## src/verilog/rfs_pkg.sv

```systemverilog
// rfs_pkg: constants, codes, register map and carrier structs of the rs485 fieldbus slave
// control. Assumes a 32-bit AHB-Lite register bus and a receiver that reports whole frames.
package rfs_pkg;

   localparam int CLK_HZ_DEF    = 50_000_000;
   localparam int TICK_PERIOD_S = 1;

   // register byte offsets
   localparam logic [7:0] REG_CTRL      = 8'h00;
   localparam logic [7:0] REG_SLAVE     = 8'h04;
   localparam logic [7:0] REG_TIMEOUT   = 8'h08;
   localparam logic [7:0] REG_STATUS    = 8'h0c;
   localparam logic [7:0] REG_COMM_STAT = 8'h10;
   localparam logic [7:0] REG_CNT_CLR   = 8'h14;
   localparam logic [7:0] REG_FAULT     = 8'h18;
   localparam logic [7:0] REG_BOARD_ID  = 8'h1c;

   // ctrl field positions, and the good-count position in comm status
   localparam int CTRL_PROTO_LSB  = 0;
   localparam int CTRL_MODE_LSB   = 2;
   localparam int CTRL_PARITY_LSB = 4;
   localparam int CTRL_BAUD_LSB   = 8;
   localparam int CTRL_BTYPE_LSB  = 12;
   localparam int COMM_GOOD_LSB   = 16;

   localparam logic [1:0] PROTO_MODBUS = 2'h1;
   localparam logic [1:0] PROTO_BA     = 2'h2;
   localparam logic [1:0] MODE_NORMAL  = 2'h1;
   localparam logic [1:0] MODE_LEGACY  = 2'h2;
   localparam logic [1:0] PAR_NONE_2S  = 2'h0;
   localparam logic [1:0] PAR_EVEN     = 2'h1;
   localparam logic [1:0] PAR_ODD      = 2'h2;
   localparam logic [1:0] PAR_NONE_1S  = 2'h3;
   localparam logic [1:0] BTYPE_OWN    = 2'h0;
   localparam logic [1:0] BTYPE_LEG_A  = 2'h1;
   localparam logic [1:0] BTYPE_LEG_B  = 2'h2;

   localparam logic [3:0]  BAUD_MIN     = 4'h1;
   localparam logic [3:0]  BAUD_MAX     = 4'hc;
   localparam logic [3:0]  BAUD_DEF     = 4'h6;
   localparam logic [7:0]  ADDR_BCAST   = 8'h00;
   localparam logic [7:0]  ADDR_MIN     = 8'h01;
   localparam logic [7:0]  ADDR_MAX     = 8'hf7;
   localparam logic [15:0] TIMEOUT_DEF  = 16'h000a;
   localparam logic [6:0]  ERR_MAX      = 7'h40;
   localparam logic [9:0]  GOOD_MAX     = 10'h3e7;
   localparam logic [7:0]  EXC_BAD_ADDR = 8'h02;
   localparam logic [15:0] FAULT_REG_NO = 16'h0062;

   typedef struct packed {
      logic        valid;      // one-cycle pulse: frame ended
      logic        corrupt;    // frame failed crc/framing
      logic [7:0]  addr;       // slave address field
      logic        multi;      // multi-item register access
      logic [3:0]  items_ok;   // items the host accepted
      logic [3:0]  items_fail; // items the host refused
      logic        reg_read;   // holding/input register read
      logic [15:0] reg_addr;   // first register number
   } rfs_frame_t;

   typedef struct packed {
      logic        respond;    // transmit an answer
      logic        act;        // carry out the query
      logic        exc;        // answer is an exception
      logic [7:0]  exc_code;
      logic        fault_read; // answer carries the fault code
      logic [15:0] fault_data;
   } rfs_resp_t;

   typedef struct packed {
      logic parity_en;
      logic parity_odd;
      logic two_stop;
   } rfs_char_fmt_t;

   function automatic int rfs_baud_bps(input logic [3:0] code);
      case (code)
         4'h1:    return 300;
         4'h2:    return 600;
         4'h3:    return 1200;
         4'h4:    return 2400;
         4'h5:    return 4800;
         4'h6:    return 9600;
         4'h7:    return 19200;
         4'h8:    return 38400;
         4'h9:    return 57600;
         4'ha:    return 76800;
         4'hb:    return 115200;
         4'hc:    return 230400;
         default: return 9600;
      endcase
   endfunction

endpackage

```

## src/verilog/rfs_top.sv

```systemverilog
// rfs_top: control of an rs485 fieldbus slave: settings, frame counters, answer decisions,
// character format, bit-rate enable and timeout fault. Assumes an AHB-Lite master on the
// register side and a receiver that delivers one rfs_frame_t pulse per finished frame.
`timescale 1ns/1ps
`default_nettype none
module rfs_top #(
   parameter int          CLK_HZ        = rfs_pkg::CLK_HZ_DEF,
   parameter int          TICKS_PER_SEC = CLK_HZ * rfs_pkg::TICK_PERIOD_S,
   parameter logic [15:0] OWN_BTYPE     = 16'h0e01, // arbitrary value
   parameter logic [15:0] LEG_A_BTYPE   = 16'h0c01, // arbitrary value
   parameter logic [15:0] LEG_B_BTYPE   = 16'h0c02  // arbitrary value
) (
   input  wire logic                  ref_clk,         // 50 mhz system clock
   input  wire logic                  rst_n,           // async reset, active low
   input  wire logic                  hsel,            // ahb slave select
   input  wire logic [31:0]           haddr,           // ahb address
   input  wire logic [1:0]            htrans,          // ahb transfer type
   input  wire logic                  hwrite,          // ahb write
   input  wire logic [2:0]            hsize,           // ahb size, word only
   input  wire logic                  hready,          // ahb bus ready
   input  wire logic [31:0]           hwdata,          // ahb write data
   output logic                       hreadyout,       // ahb slave ready
   output logic                       hresp,           // ahb response, always okay
   output logic [31:0]                hrdata,          // ahb read data
   input  wire logic                  older_host_i,    // strap: older host family
   input  wire rfs_pkg::rfs_frame_t   frame_i,         // received frame report
   output rfs_pkg::rfs_resp_t         resp_o,          // answer decision pulse
   output rfs_pkg::rfs_char_fmt_t     char_fmt_o,      // character framing
   output logic                       bit_tick_o,      // bit-rate enable
   output logic                       proto_ba_o,      // building automation active
   output logic                       legacy_mode_o,   // legacy compat mode active
   output logic                       timeout_fault_o, // fault to the host drive
   output logic [15:0]                board_type_o     // board type shown to host
);
   // reset synchroniser
   logic rst_meta_q;
   logic rst_sync_q;

   always_ff @(posedge ref_clk or negedge rst_n) begin
      if (!rst_n) begin
         rst_meta_q <= 1'b0;
         rst_sync_q <= 1'b0;
      end else begin
         rst_meta_q <= 1'b1;
         rst_sync_q <= rst_meta_q;
      end
   end

   // strap caught once after release, never through the async reset path
   logic strap_done_q;
   logic strap_q;

   always_ff @(posedge ref_clk or negedge rst_sync_q) begin
      if (!rst_sync_q) begin
         strap_done_q <= 1'b0;
         strap_q      <= 1'b0;
      end else if (!strap_done_q) begin
         strap_done_q <= 1'b1;
         strap_q      <= older_host_i;
      end
   end

   // bus address phase
   logic       wr_pend_q;
   logic [7:0] wr_addr_q;
   wire        addr_take = hsel & hready & htrans[1];
   wire        rd_take   = addr_take & ~hwrite;
   wire  [7:0] a_off     = {haddr[7:2], 2'b00};

   always_ff @(posedge ref_clk or negedge rst_sync_q) begin
      if (!rst_sync_q) begin
         wr_pend_q <= 1'b0;
         wr_addr_q <= '0;
         hreadyout <= 1'b0;
         hresp     <= 1'b0;
      end else begin
         wr_pend_q <= addr_take & hwrite;
         wr_addr_q <= a_off;
         hreadyout <= 1'b1;
         hresp     <= 1'b0;
      end
   end

   // settings
   logic [1:0]  proto_q;
   logic [1:0]  mode_q;
   logic [1:0]  parity_q;
   logic [3:0]  baud_q;
   logic [1:0]  btype_q;
   logic [7:0]  slave_q;
   logic [15:0] timeout_q;
   logic [15:0] fault_code_q;

   wire wr_ctrl  = wr_pend_q & (wr_addr_q == rfs_pkg::REG_CTRL);
   wire wr_slave = wr_pend_q & (wr_addr_q == rfs_pkg::REG_SLAVE);
   wire wr_tmo   = wr_pend_q & (wr_addr_q == rfs_pkg::REG_TIMEOUT);
   wire wr_clr   = wr_pend_q & (wr_addr_q == rfs_pkg::REG_CNT_CLR) & hwdata[0];
   wire wr_fault = wr_pend_q & (wr_addr_q == rfs_pkg::REG_FAULT);

   wire [1:0] w_proto  = hwdata[rfs_pkg::CTRL_PROTO_LSB  +: 2];
   wire [1:0] w_mode   = hwdata[rfs_pkg::CTRL_MODE_LSB   +: 2];
   wire [1:0] w_parity = hwdata[rfs_pkg::CTRL_PARITY_LSB +: 2];
   wire [3:0] w_baud   = hwdata[rfs_pkg::CTRL_BAUD_LSB   +: 4];
   wire [1:0] w_btype  = hwdata[rfs_pkg::CTRL_BTYPE_LSB  +: 2];
   wire [7:0] w_slave  = hwdata[7:0];

   // an illegal code in a field leaves that field unchanged
   wire ok_proto = (w_proto == rfs_pkg::PROTO_MODBUS) | (w_proto == rfs_pkg::PROTO_BA);
   wire ok_mode  = (w_mode == rfs_pkg::MODE_NORMAL) | (w_mode == rfs_pkg::MODE_LEGACY);
   wire ok_baud  = (w_baud >= rfs_pkg::BAUD_MIN) & (w_baud <= rfs_pkg::BAUD_MAX);
   wire ok_btype = (w_btype != 2'h3);
   wire ok_slave = (w_slave >= rfs_pkg::ADDR_MIN) & (w_slave <= rfs_pkg::ADDR_MAX);

   always_ff @(posedge ref_clk or negedge rst_sync_q) begin
      if (!rst_sync_q) begin
         proto_q      <= rfs_pkg::PROTO_MODBUS;
         mode_q       <= rfs_pkg::MODE_NORMAL;
         parity_q     <= rfs_pkg::PAR_NONE_2S;
         baud_q       <= rfs_pkg::BAUD_DEF;
         btype_q      <= rfs_pkg::BTYPE_OWN;
         slave_q      <= rfs_pkg::ADDR_MIN;
         timeout_q    <= rfs_pkg::TIMEOUT_DEF;
         fault_code_q <= '0;
      end else begin
         if (wr_ctrl && ok_proto) begin
            proto_q <= w_proto;
         end
         if (wr_ctrl && ok_mode) begin
            mode_q <= w_mode;
         end
         if (wr_ctrl) begin
            parity_q <= w_parity;
         end
         if (wr_ctrl && ok_baud) begin
            baud_q <= w_baud;
         end
         if (wr_ctrl && ok_btype) begin
            btype_q <= w_btype;
         end
         if (wr_slave && ok_slave) begin
            slave_q <= w_slave;
         end
         if (wr_tmo) begin
            timeout_q <= hwdata[15:0];
         end
         if (wr_fault) begin
            fault_code_q <= hwdata[15:0];
         end
      end
   end

   // derived operating state
   wire legacy = strap_q | (mode_q == rfs_pkg::MODE_LEGACY);
   wire is_ba  = (proto_q == rfs_pkg::PROTO_BA);

   // frame classification
   wire good_ev  = frame_i.valid & ~frame_i.corrupt;
   wire err_ev   = frame_i.valid &  frame_i.corrupt;
   wire own_hit  = good_ev & (frame_i.addr == slave_q);
   wire bcast    = good_ev & (frame_i.addr == rfs_pkg::ADDR_BCAST);
   wire items_ok = (frame_i.multi && legacy) ? (frame_i.items_ok != 4'h0)
                                             : (frame_i.items_fail == 4'h0);
   wire flt_hit  = ~is_ba & legacy & frame_i.reg_read &
                   (frame_i.reg_addr == rfs_pkg::FAULT_REG_NO);
   wire exc_hit  = ~is_ba & ~flt_hit & ~items_ok;

   // counters, saturating at the displayed limits
   logic [6:0] err_cnt_q;
   logic [9:0] good_cnt_q;
   wire  [6:0] err_inc  = (err_cnt_q  == rfs_pkg::ERR_MAX)  ? err_cnt_q  : err_cnt_q + 7'h01;
   wire  [9:0] good_inc = (good_cnt_q == rfs_pkg::GOOD_MAX) ? good_cnt_q : good_cnt_q + 10'h001;
   wire  [6:0] err_base  = wr_clr ? 7'h00  : err_cnt_q;
   wire  [9:0] good_base = wr_clr ? 10'h000 : good_cnt_q;

   // an event in the clearing cycle counts as the first after the clear
   always_ff @(posedge ref_clk or negedge rst_sync_q) begin
      if (!rst_sync_q) begin
         err_cnt_q  <= '0;
         good_cnt_q <= '0;
      end else begin
         err_cnt_q  <= err_ev  ? (wr_clr ? 7'h01  : err_inc)  : err_base;
         good_cnt_q <= good_ev ? (wr_clr ? 10'h001 : good_inc) : good_base;
      end
   end

   // answer decision: corrupted frames are never parsed further
   always_ff @(posedge ref_clk or negedge rst_sync_q) begin
      if (!rst_sync_q) begin
         resp_o <= '0;
      end else begin
         resp_o.respond    <= own_hit;
         resp_o.act        <= own_hit | bcast;
         resp_o.exc        <= own_hit & exc_hit;
         resp_o.exc_code   <= (own_hit & exc_hit) ? rfs_pkg::EXC_BAD_ADDR : 8'h00;
         resp_o.fault_read <= own_hit & flt_hit;
         resp_o.fault_data <= (own_hit & flt_hit) ? fault_code_q : 16'h0000;
      end
   end

   // character format and mode outputs
   wire fmt_par_en  = (parity_q == rfs_pkg::PAR_EVEN) | (parity_q == rfs_pkg::PAR_ODD);
   wire fmt_par_odd = (parity_q == rfs_pkg::PAR_ODD);
   wire fmt_two     = ~is_ba & (parity_q == rfs_pkg::PAR_NONE_2S);
   wire [15:0] btype_val = (btype_q == rfs_pkg::BTYPE_LEG_A) ? LEG_A_BTYPE :
                           (btype_q == rfs_pkg::BTYPE_LEG_B) ? LEG_B_BTYPE :
                                                               OWN_BTYPE;

   always_ff @(posedge ref_clk or negedge rst_sync_q) begin
      if (!rst_sync_q) begin
         char_fmt_o    <= '0;
         proto_ba_o    <= 1'b0;
         legacy_mode_o <= 1'b0;
         board_type_o  <= OWN_BTYPE;
      end else begin
         char_fmt_o.parity_en  <= fmt_par_en;
         char_fmt_o.parity_odd <= fmt_par_odd;
         char_fmt_o.two_stop   <= fmt_two;
         proto_ba_o            <= is_ba;
         legacy_mode_o         <= legacy;
         board_type_o          <= btype_val;
      end
   end

   // bit rate follows the code as set; 9600 under building automation is the
   // configuring party's duty, so nothing is forced here
   rfs_baud_gen #(
      .CLK_HZ (CLK_HZ)
   ) u_baud (
      .clk   (ref_clk),
      .rst_n (rst_sync_q),
      .code  (baud_q),
      .tick  (bit_tick_o)
   );

   logic tmo_armed;

   rfs_timeout #(
      .TICKS_PER_SEC (TICKS_PER_SEC)
   ) u_tmo (
      .clk     (ref_clk),
      .rst_n   (rst_sync_q),
      .kick    (own_hit),
      .limit_s (timeout_q),
      .fault   (timeout_fault_o),
      .armed   (tmo_armed)
   );

   // register read mux, sampled in the address phase
   wire [31:0] rd_ctrl = {18'h0, btype_q, baud_q, 2'h0, parity_q, mode_q, proto_q};
   wire [31:0] rd_stat = {28'h0, is_ba, legacy, tmo_armed, timeout_fault_o};
   wire [31:0] rd_comm = {6'h0, good_cnt_q, 9'h0, err_cnt_q};
   wire [31:0] rd_mux  =
      (a_off == rfs_pkg::REG_CTRL)      ? rd_ctrl :
      (a_off == rfs_pkg::REG_SLAVE)     ? {24'h0, slave_q} :
      (a_off == rfs_pkg::REG_TIMEOUT)   ? {16'h0, timeout_q} :
      (a_off == rfs_pkg::REG_STATUS)    ? rd_stat :
      (a_off == rfs_pkg::REG_COMM_STAT) ? rd_comm :
      (a_off == rfs_pkg::REG_FAULT)     ? {16'h0, fault_code_q} :
      (a_off == rfs_pkg::REG_BOARD_ID)  ? {16'h0, btype_val} :
      (haddr[31:8] != 24'h0)            ? 32'h0 : 32'h0;

   always_ff @(posedge ref_clk or negedge rst_sync_q) begin
      if (!rst_sync_q) begin
         hrdata <= '0;
      end else begin
         hrdata <= rd_take ? rd_mux : 32'h0;
      end
   end
endmodule
`default_nettype wire

```

## src/verilog/rfs_baud_gen.sv

```systemverilog
// rfs_baud_gen: one-cycle bit-rate enable from the system clock, selected by baud code.
// Assumes the code is already legal; illegal codes never reach here.
`timescale 1ns/1ps
`default_nettype none
module rfs_baud_gen #(
   parameter int CLK_HZ = rfs_pkg::CLK_HZ_DEF,
   parameter int DIV_W  = 18
) (
   input  wire logic       clk,     // system clock
   input  wire logic       rst_n,   // synchronised reset, active low
   input  wire logic [3:0] code,    // baud code 1..12
   output logic            tick     // one pulse per bit time
);
   logic [DIV_W-1:0] div_tab [1:12];
   logic [DIV_W-1:0] cnt_q;
   logic [DIV_W-1:0] limit;
   logic [3:0]       code_q;

   if ((CLK_HZ / rfs_pkg::rfs_baud_bps(rfs_pkg::BAUD_MIN)) >= (2 ** DIV_W)) begin : g_chk
      $error("rfs_baud_gen: DIV_W too small for the slowest rate");
   end

   // divisors rounded to nearest so the fast rates stay within tolerance
   for (genvar g = 1; g <= 12; g++) begin : g_div
      assign div_tab[g] = DIV_W'((CLK_HZ + rfs_pkg::rfs_baud_bps(4'(g)) / 2) /
                                 rfs_pkg::rfs_baud_bps(4'(g)));
   end

   assign limit = div_tab[code] - DIV_W'(1);

   // a code change restarts the bit period so no stretched bit appears
   always_ff @(posedge clk or negedge rst_n) begin
      if (!rst_n) begin
         cnt_q  <= '0;
         tick   <= 1'b0;
         code_q <= rfs_pkg::BAUD_DEF;
      end else begin
         code_q <= code;
         tick   <= (cnt_q == limit) && (code_q == code);
         cnt_q  <= ((cnt_q == limit) || (code_q != code)) ? '0 : cnt_q + DIV_W'(1);
      end
   end
endmodule
`default_nettype wire

```

## src/verilog/rfs_timeout.sv

```systemverilog
// rfs_timeout: communication-timeout monitor counting whole seconds since the last own request.
// Assumes kick is a one-cycle pulse per valid request addressed to this slave.
`timescale 1ns/1ps
`default_nettype none
module rfs_timeout #(
   parameter int TICKS_PER_SEC = rfs_pkg::CLK_HZ_DEF * rfs_pkg::TICK_PERIOD_S
) (
   input  wire logic        clk,       // system clock
   input  wire logic        rst_n,     // synchronised reset, active low
   input  wire logic        kick,      // own valid request seen
   input  wire logic [15:0] limit_s,   // timeout in seconds, zero disables
   output logic             fault,     // timeout fault level
   output logic             armed      // first request has been seen
);
   localparam int PW = $clog2(TICKS_PER_SEC + 1);

   logic [PW-1:0] pre_q;
   logic [15:0]   sec_q;
   logic          sec_tick;

   if (TICKS_PER_SEC < 2) begin : g_chk
      $error("rfs_timeout: TICKS_PER_SEC must be at least 2");
   end

   assign sec_tick = (pre_q == PW'(TICKS_PER_SEC - 1));

   always_ff @(posedge clk or negedge rst_n) begin
      if (!rst_n) begin
         pre_q <= '0;
         sec_q <= '0;
         armed <= 1'b0;
         fault <= 1'b0;
      end else begin
         if (kick) begin
            armed <= 1'b1;
            pre_q <= '0;
            sec_q <= '0;
            fault <= 1'b0;
         end else begin
            pre_q <= sec_tick ? '0 : pre_q + PW'(1);
            // a limit lowered below the running count still faults at once
            if (sec_tick && armed && (sec_q < limit_s)) begin
               sec_q <= sec_q + 16'h0001;
            end
            // zero limit holds the fault low
            fault <= (limit_s != 16'h0000) && armed &&
                     (fault || (sec_q >= limit_s));
         end
      end
   end
endmodule
`default_nettype wire

```

## config.mk

```make
export PLATFORM = sky130hd
export DESIGN_NAME = rfs_top
export DESIGN_NICKNAME = d
export VERILOG_FILES = /design/src/verilog/rfs_pkg.sv /design/src/verilog/rfs_top.sv /design/src/verilog/rfs_baud_gen.sv /design/src/verilog/rfs_timeout.sv
export SDC_FILE = /design/constraint.sdc
export NUM_CORES = 1
export LEC_CHECK = 0
export BUFFER_PORTS_ARGS = -buffer_cell sky130_fd_sc_hd__buf_2
export CORE_ASPECT_RATIO = 1.75
export CORE_MARGIN = 2
export CORE_UTILIZATION = 58
export CTS_BUF_LIST = sky130_fd_sc_hd__clkbuf_2
export DETAILED_ROUTE_END_ITERATION = 7
export PLACE_DENSITY = 0.83
export SLEW_MARGIN = 0
export SYNTH_ARGS = -nofsm -noshare
export SYNTH_HDL_FRONTEND = slang
export SYNTH_SLANG_ARGS = --single-unit
export TNS_END_PERCENT = 20
```

## constraint.sdc

```tcl
create_clock -name ref_clk -period 7.6 [get_ports ref_clk]
set_input_delay 1.14 -clock ref_clk [delete_from_list [all_inputs] [get_ports ref_clk]]
set_output_delay 1.14 -clock ref_clk [all_outputs]
set_load 0.02 [all_outputs]
```

==> results of run 1 <==
-- kinds of logic (layout without fill, tap and decap cells) --
kind of cell               Yosys count  after routing
buffers and inverters              116            253
muxes                               73             73
other                                2             30
DFF                                201            201
AOI/OAI and AO/OA                  147            147
xor gates and xnor gates            82             82
and+or+nand+nor                    427            427
adders and majority gates           41             41
-- power groups by stage --
stage | Clock, mW | Sequential, mW | Combinational [mW]
global placement | 0 | 1.28 | 0.312
CTS | 0.639 | 1.26 | 0.326
global route | 0.694 | 1.28 | 0.370
detailed placement | 0 | 1.28 | 0.324
finish | 0.619 | 1.26 | 0.325
floorplan | 0 | 1.27 | 0.246
-- path summary, 6_finish.rpt --
path	startpoint	endpoint	slack, ns	depth (start not counted)
setup / recovery	baud_q[0]	u_baud.tick	3.19	11
hold / removal	rst_n	rst_sync_q	0.19	1
setup reg to reg	baud_q[0]	u_baud.tick	3.19	11
hold reg to reg	rst_meta_q	rst_sync_q	0.33	0
max in group asynchronous	rst_sync_q	timeout_q[7]	5.97	1
min in group ref_clk	rst_meta_q	rst_sync_q	0.33	0
-- routing by layer --
metal	up-vias	routed length, µm	global-route usage [%]
li1	4012	-	-
met1	4112	9103	28.08
met2	287	13690	48.10
met3	99	1166	4.031
met4	0	1328	14.18
met5	-	0	0
-- registers in the layout, summed over array words and instances, names as in the netlist, 2 cells and up --
| register | cells |
|---|---|
| mode_q | 2 |
| wr_addr_q | 6 |
| char_fmt_o | 3 |
| err_cnt_q | 7 |
| u_tmo.sec_q | 16 |
| btype_q | 2 |
| resp_o | 20 |
| u_tmo.pre_q | 26 |
| board_type_o | 3 |
| timeout_q | 16 |
| parity_q | 2 |
| baud_q | 4 |
| proto_q | 2 |
| fault_code_q | 16 |
| good_cnt_q | 10 |
| slave_q | 8 |
| hrdata | 26 |
| u_baud.code_q | 4 |
| u_baud.cnt_q | 18 |
-- stage by stage --
| step | instance area (µm²) | hold slack (ns) |
|---|---|---|
| floorplan | 10930 | 0.3312 |
| global route | 11860 | 0.1247 |
| finish | 11860 | 0.1876 |
| detailed placement | 11480 | 0.3412 |
| CTS | 11850 | 0.1320 |
| global placement | 11480 | 0.3358 |
-- placed cells by master (no fill, tap or decap), drive strengths merged, types with 9 or more instances in the layout --
cell type | Yosys | layout
dfrtp | 190 | 190
buf | 42 | 129
nand2 | 105 | 105
nor2 | 96 | 96
clkbuf | 27 | 62
inv | 47 | 48
a21oi | 44 | 44
xnor2 | 42 | 42
mux2i | 42 | 42
ha | 41 | 41
xor2 | 40 | 40
o21ai | 38 | 38
nand3 | 37 | 37
mux2 | 31 | 31
conb | 2 | 29
nand4 | 28 | 28
and2 | 28 | 28
nor3 | 28 | 28
nand2b | 23 | 23
nor4 | 20 | 20
and3 | 18 | 18
clkinv | 0 | 14
nor2b | 12 | 12
dfstp | 11 | 11
o22ai | 9 | 9
-- area by class of cell --
cell class / instances / area (µm²)
Timing Repair Buffer: 129 / 675.6
Clock inverter: 15 / 60.06
Tap cell: 238 / 297.8
Sequential cell: 201 / 5047
Multi-Input combinational cell: 799 / 5286
Fill cell: 1522 / 6559
Antenna cell: 1 / 2.502
Clock buffer: 62 / 310.3
Inverter: 47 / 176.4
==> results.json, run 1 <==
{
  "num_rows": 66,
  "final_antenna_net_count": 0,
  "cap_violations": 0,
  "period_needed_ns": 4.412,
  "grt_pass1_wl_um": 41090,
  "swShare_pct": 31.14,
  "io_buffers": 122,
  "cts_max_path_buffers": 3,
  "design.core.area_um2": 18420,
  "finalSetupTns_ns": 0,
  "min_path_type": "input pin to asynchronous set/reset pin",
  "worst_pin_slew_ns": 1.278,
  "fin_util_pct": 64.38,
  "p_int_mw": 1.521,
  "place_ws_ns": 3.297,
  "crit_path_cell_trace": "inv_1 -> ha_1 -> and2b_2 -> a211o_1 -> ha_1 -> a22oi_1 -> o221ai_1 -> a2111oi_0 -> nor4b_1 -> o2111a_1 -> and3_1",
  "dp_cells": 1414,
  "synthTopCellsByArea": "dfrtp_1 (44%), ha_1 (4.7%), mux2i_1 (3.8%)",
  "critPathCaptureType": "register",
  "rsz0062_at_grt": "false",
  "place_hpwl_um": 18300,
  "synthSimpleGateAreaFrac_pct": 20.18,
  "syn_to_final_growth_pct": 9.499,
  "syn_inst": 1089,
  "ys.warnings.count": 0,
  "crit_slowest_cell": "o2111a_1",
  "yosysSeqAreaShare_pct": 46.58,
  "synth_compound_area_share_pct": 9.048,
  "h-tree-depth": 2,
  "muxShareOfSynthArea_pct": 7.222,
  "layout_worst_path_cycle_share_pct": 58.05,
  "synth_edf_count": 0,
  "synth_top_cell_by_area": "dfrtp_1",
  "die-area_um2": 19820,
  "fin_nets": 1373,
  "synth-seq-cells": 201,
  "dr.pass1.iters": 5,
  "pwr-share-comb_pct": 14.7,
  "max_slew_margin_pct": 14.55,
  "arrival_ns": 5.02,
  "hold_violations": 0,
  "synthTopCellsByCount": "dfrtp_1 (190), nand2_1 (105), nor2_1 (95), inv_1 (46), xnor2_1 (42)",
  "path_delay_family": "compound AO/OA/AOI/OAI gates",
  "grt_pass1_vias": 8605,
  "finalPower_mw": 2.208,
  "yosysUniqueCellTypes": 77,
  "fin_ws_ns": 3.188,
  "avgSynthCellArea_um2": 9.943,
  "path_clk_slew_ns": 0.13,
  "holdBufCountCts": 0,
  "cts_setup_buffers": 0,
  "io_pins": 196,
  "outcome": "completed",
  "synthAdderAreaFrac_pct": 4.738,
  "antenna_found_initial": 1,
  "synth.most_common_cell": "dfrtp_1",
  "die_h_um": 184.8,
  "die_w_um": 107.3,
  "wl_per_cell_um": 16.95,
  "routed_wl_um": 25290,
  "async_reset_ff_share_pct": 100.0,
  "cts.sinks": 201,
  "gp_congestion": 0.8795,
  "drive_gt1_share_pct": 20.99,
  "crit_buf_inv": 1,
  "p_switching_mw": 0.6876,
  "grt_start_max_net_pins": 146,
  "cp_data_required_time_ns": 8.20,
  "drcViolationCount": 0,
  "setup_viol": 0,
  "fmax_mhz": 226.7,
  "initial_core_util_pct": 58.80,
  "final_cells": 1492,
  "slew_violations": 0,
  "track_usage_pct": 26.11,
  "insertion_delay_ns": 0.70,
  "startpoint_type": "register",
  "ir_drop_v": 0.0001451,
  "vias": 8510,
  "crit_path_max_fanout": 19,
  "worst-setup-path-type": "register to register",
  "grt.overflow.total": 0,
  "synth_xor_area_share_pct": 6.633,
  "skew_ns": 0.04446,
  "synth_top_family_by_area": "simple AND/OR/NAND/NOR gates",
  "synth_ff_type": "dfrtp_1",
  "pwr-share-clk_pct": 28.0,
  "numCtsBuffers": 43,
  "crit_path_frequent_cell": "ha_1",
  "critPathMaxStageDelay_ns": 0.88,
  "power_density_nw_per_um2": 186.2,
  "yosys.area.top_type_share_pct": 43.91,
  "cts_root_buf": "clkbuf_2",
  "p_leak_nw": 5.923,
  "pwr-share-seq_pct": 57.2,
  "routed_via_density": 5.704,
  "drtIter0Drc": 572,
  "cts_tree": "yes",
  "cts-resized-gates": 0,
  "netlist_area_um2": 10830
}
(Power assumes the default switching activity.)
==> inputs of run 2 (changes only) <==
Settings changed: ABC_AREA from default to 1, CORE_UTILIZATION 58 to 53, PLACE_DENSITY 0.83 to 0.79.
Clock period 7.6 ns to 4 ns, I/O delays scaled along.
==> run 2 against run 1 <==
Net effect:
- power is 94% higher
- global-route usage shrank 1.1 points
- utilization down 3.3 points
- sequential power rose by 86%
- combinational power up 93%
- setup slack got worse by 2.5 ns
- worst hold slack worse by 0.12 ns
- first-iteration DRC count fell by 20%
- synthesized cell count grew 22%
- critical path depth up 8
- wire length increased by 6.8%
- critical endpoint is now u_baud.cnt_q[1]
==> results.json, run 2 <==
{
  "outcome": "completed",
  "crit_path_max_fanout": 18,
  "gp_congestion": 0.9440,
  "setup_viol": 0,
  "synthSimpleGateAreaFrac_pct": 24.91,
  "period_needed_ns": 3.290,
  "cts.sinks": 201,
  "fin_nets": 1662,
  "synth_top_family_by_area": "simple AND/OR/NAND/NOR gates",
  "track_usage_pct": 25.06,
  "critPathMaxStageDelay_ns": 0.48,
  "cp_data_required_time_ns": 4.66,
  "crit_path_cell_trace": "clkinv_1 -> ha_1 -> o21ai_2 -> nand2_1 -> inv_1 -> ha_1 -> inv_1 -> nor2_4 -> nand2_2 -> nand2_1 -> nand2_1 -> nand2_1 -> nand2_1 -> nor2_1 -> nand2_1 -> nor2_2 -> nand3_2 -> nand2_4 -> nor2_1",
  "skew_ns": 0.08147,
  "die_h_um": 193.5,
  "grt_pass1_vias": 9542,
  "yosysUniqueCellTypes": 58,
  "cts_max_path_buffers": 3,
  "synthTopCellsByArea": "dfrtp_1 (44%), nand2_1 (8.3%), inv_1 (6.6%)",
  "worst_pin_slew_ns": 1.130,
  "routed_wl_um": 27020,
  "num_rows": 69,
  "pwr-share-clk_pct": 30.7,
  "regToRegEndpoint": "u_baud.cnt_q[1]",
  "synth.most_common_cell": "nand2_1",
  "worstSetupStartpoint": "baud_q[0]",
  "place_ws_ns": 0.8008,
  "p_switching_mw": 1.366,
  "p_int_mw": 2.914,
  "vias": 9538,
  "initial_core_util_pct": 53.86,
  "rr_startpoint": "baud_q[0]",
  "reg_top3": "hrdata (26), u_tmo.pre_q (26), resp_o (20)",
  "final_common_cell": "nand2_1",
  "muxShareOfSynthArea_pct": 0.1035,
  "avgSynthCellArea_um2": 8.205,
  "synth_top_cell_by_area": "dfrtp_1",
  "fillers": 1856,
  "syn_to_final_growth_pct": 13.49,
  "finalSetupTns_ns": 0,
  "p_leak_nw": 6.488,
  "routed_via_density": 5.305,
  "reg2reg_slack_ns": 0.71,
  "insertion_delay_ns": 0.85,
  "synthAdderAreaFrac_pct": 4.715,
  "rsz0062_at_grt": "false",
  "cap_violations": 0,
  "min_path_type": "input pin to register",
  "crit_buf_inv": 3,
  "synth_compound_area_share_pct": 10.15,
  "wl_per_cell_um": 15.03,
  "die_w_um": 112.3,
  "crit_slowest_cell": "dfrtp_1",
  "slew_violations": 0,
  "critPathCaptureType": "register",
  "ff2ff_path_depth": 19,
  "yosysSeqAreaShare_pct": 46.35,
  "synth_edf_count": 0,
  "design.core.area_um2": 20200,
  "drtIter0Drc": 457,
  "ys.warnings.count": 0,
  "io_buffers": 122,
  "crit_path_frequent_cell": "nand2_1",
  "synthTopCellsByCount": "nand2_1 (240), inv_1 (191), dfrtp_1 (190), nor2_1 (119), o21ai_0 (93)",
  "dr.pass1.iters": 5,
  "fmax_mhz": 304.0,
  "path_clk_slew_ns": 0.10,
  "startpoint_type": "register",
  "synth_ff_type": "dfrtp_1",
  "swShare_pct": 31.91,
  "power_density_nw_per_um2": 346.6,
  "grt_pass1_wl_um": 44320,
  "numCtsBuffers": 48,
  "synth-seq-cells": 201,
  "cp.depth": 19,
  "async_reset_ff_share_pct": 100.0,
  "synth_xor_area_share_pct": 3.703,
  "grt_start_max_net_pins": 75,
  "io_pins": 196,
  "grt.overflow.total": 0,
  "cts_tree": "yes",
  "ir_drop_v": 0.0002257,
  "pwr-share-comb_pct": 14.6,
  "max_slew_margin_pct": 24.43,
  "yosys.area.top_type_share_pct": 43.70,
  "hold_violations": 0,
  "final_antenna_net_count": 0,
  "fin_ws_ns": 0.7101,
  "h-tree-depth": 2,
  "syn_inst": 1326,
  "drcViolationCount": 0,
  "cts_root_buf": "clkbuf_2",
  "drive_gt1_share_pct": 18.08,
  "antenna_found_initial": 1,
  "most-common-layout-cells": "nand2_1 (240), inv_1 (191), dfrtp_1 (189)",
  "place_hpwl_um": 20400,
  "path_delay_family": "simple AND/OR/NAND/NOR gates",
  "layout_worst_path_cycle_share_pct": 82.25,
  "pwr-share-seq_pct": 54.7,
  "netlist_area_um2": 10880,
  "arrival_ns": 3.95,
  "worst-setup-path-type": "register to register",
  "cp-endpoint": "u_baud.cnt_q[1]",
  "die-area_um2": 21740
}
## run 2: cell types whose count changed in the layout (fill, tap and decap cells not counted), sizes merged, moves of 42 or more
cell,delta
nand2,+145
nand3,+46
nor2,+43
mux2i,-42
inv,+148
o21ai,+58
## run 2: cell type report
class                   count  area, µm²  share of cell area (%)
clock inverters            14      53.80                  0.4357
diodes                      1      2.502                 0.02027
repair buffers            158      955.9                   7.741
flip-flops and latches    201       5047                   40.88
inverters                 198      745.7                   6.039
well taps                 248      310.3                   2.513
multi-input cells         903       4857                   39.34
clock buffers              75      375.4                   3.040
## run 2: kinds of logic after synthesis
| family | Yosys count |
|---|---|
| and+or+nand+nor | 592 |
| buffers and inverters | 249 |
| DFF | 201 |
| AOI/OAI and AO/OA | 194 |
| xor gates and xnor gates | 46 |
| adders and majority gates | 41 |
| other | 2 |
| muxes | 1 |
## run 2: how the worst min path moves through the flow
stage                     slack [ns]        start  cells after the start          end
after floorplan                 0.30        rst_n                      0   rst_meta_q
after global placement          0.34   rst_meta_q                      0   rst_sync_q
after detailed placement        0.34   rst_meta_q                      0   rst_sync_q
after CTS                    0.00009  frame_i[31]                      4   resp_o[26]
after global routing           0.001    hwdata[5]                      3  parity_q[1]
final                           0.07  frame_i[31]                      4   resp_o[26]
## run 2: tightest hold or removal path, cell delays in order
cell and delay (ns):
buf_2 0.09, nor4_1 0.04, nand3_1 0.08, nand2_1 0.06
## run 2: metal layers
layer,GRT usage [%],routed length [µm]
met5,0,0
met1,25.76,9774
met2,46.43,14650
met4,14.54,1440
met3,4.699,1155
## run 2: power by group through the flow
stage               clock network [mW]  logic, mW  registers (mW)
floorplan                            0      0.453            2.36
global placement                     0      0.576            2.37
detailed placement                   0      0.603            2.38
CTS                               1.36      0.625            2.34
global route                      1.46      0.711            2.37
finish                            1.31      0.627            2.34
## run 2: per-stage QoR
stage,cell area (µm²),utilization (%),hold WS [ns],power [mW],cells
6_report,12350,61.12,0.07118,4.279,1798
5_1_grt,12350,61.12,0.001351,4.536,1798
4_1_cts,12350,61.11,0.00008821,4.324,1797
3_5_place_dp,11670,57.75,0.3395,2.979,1683
3_3_place_gp,11670,57.75,0.3385,2.946,1683
2_1_floorplan,10980,-,0.3044,2.811,1353
## run 2: repair_timing
item                       in CTS  in global routing
resized for setup               0                  0
hold endpoints to repair       26                  0
hold buffers                   25                  0
buffers inserted                0                  0
setup endpoints to repair       0                  0
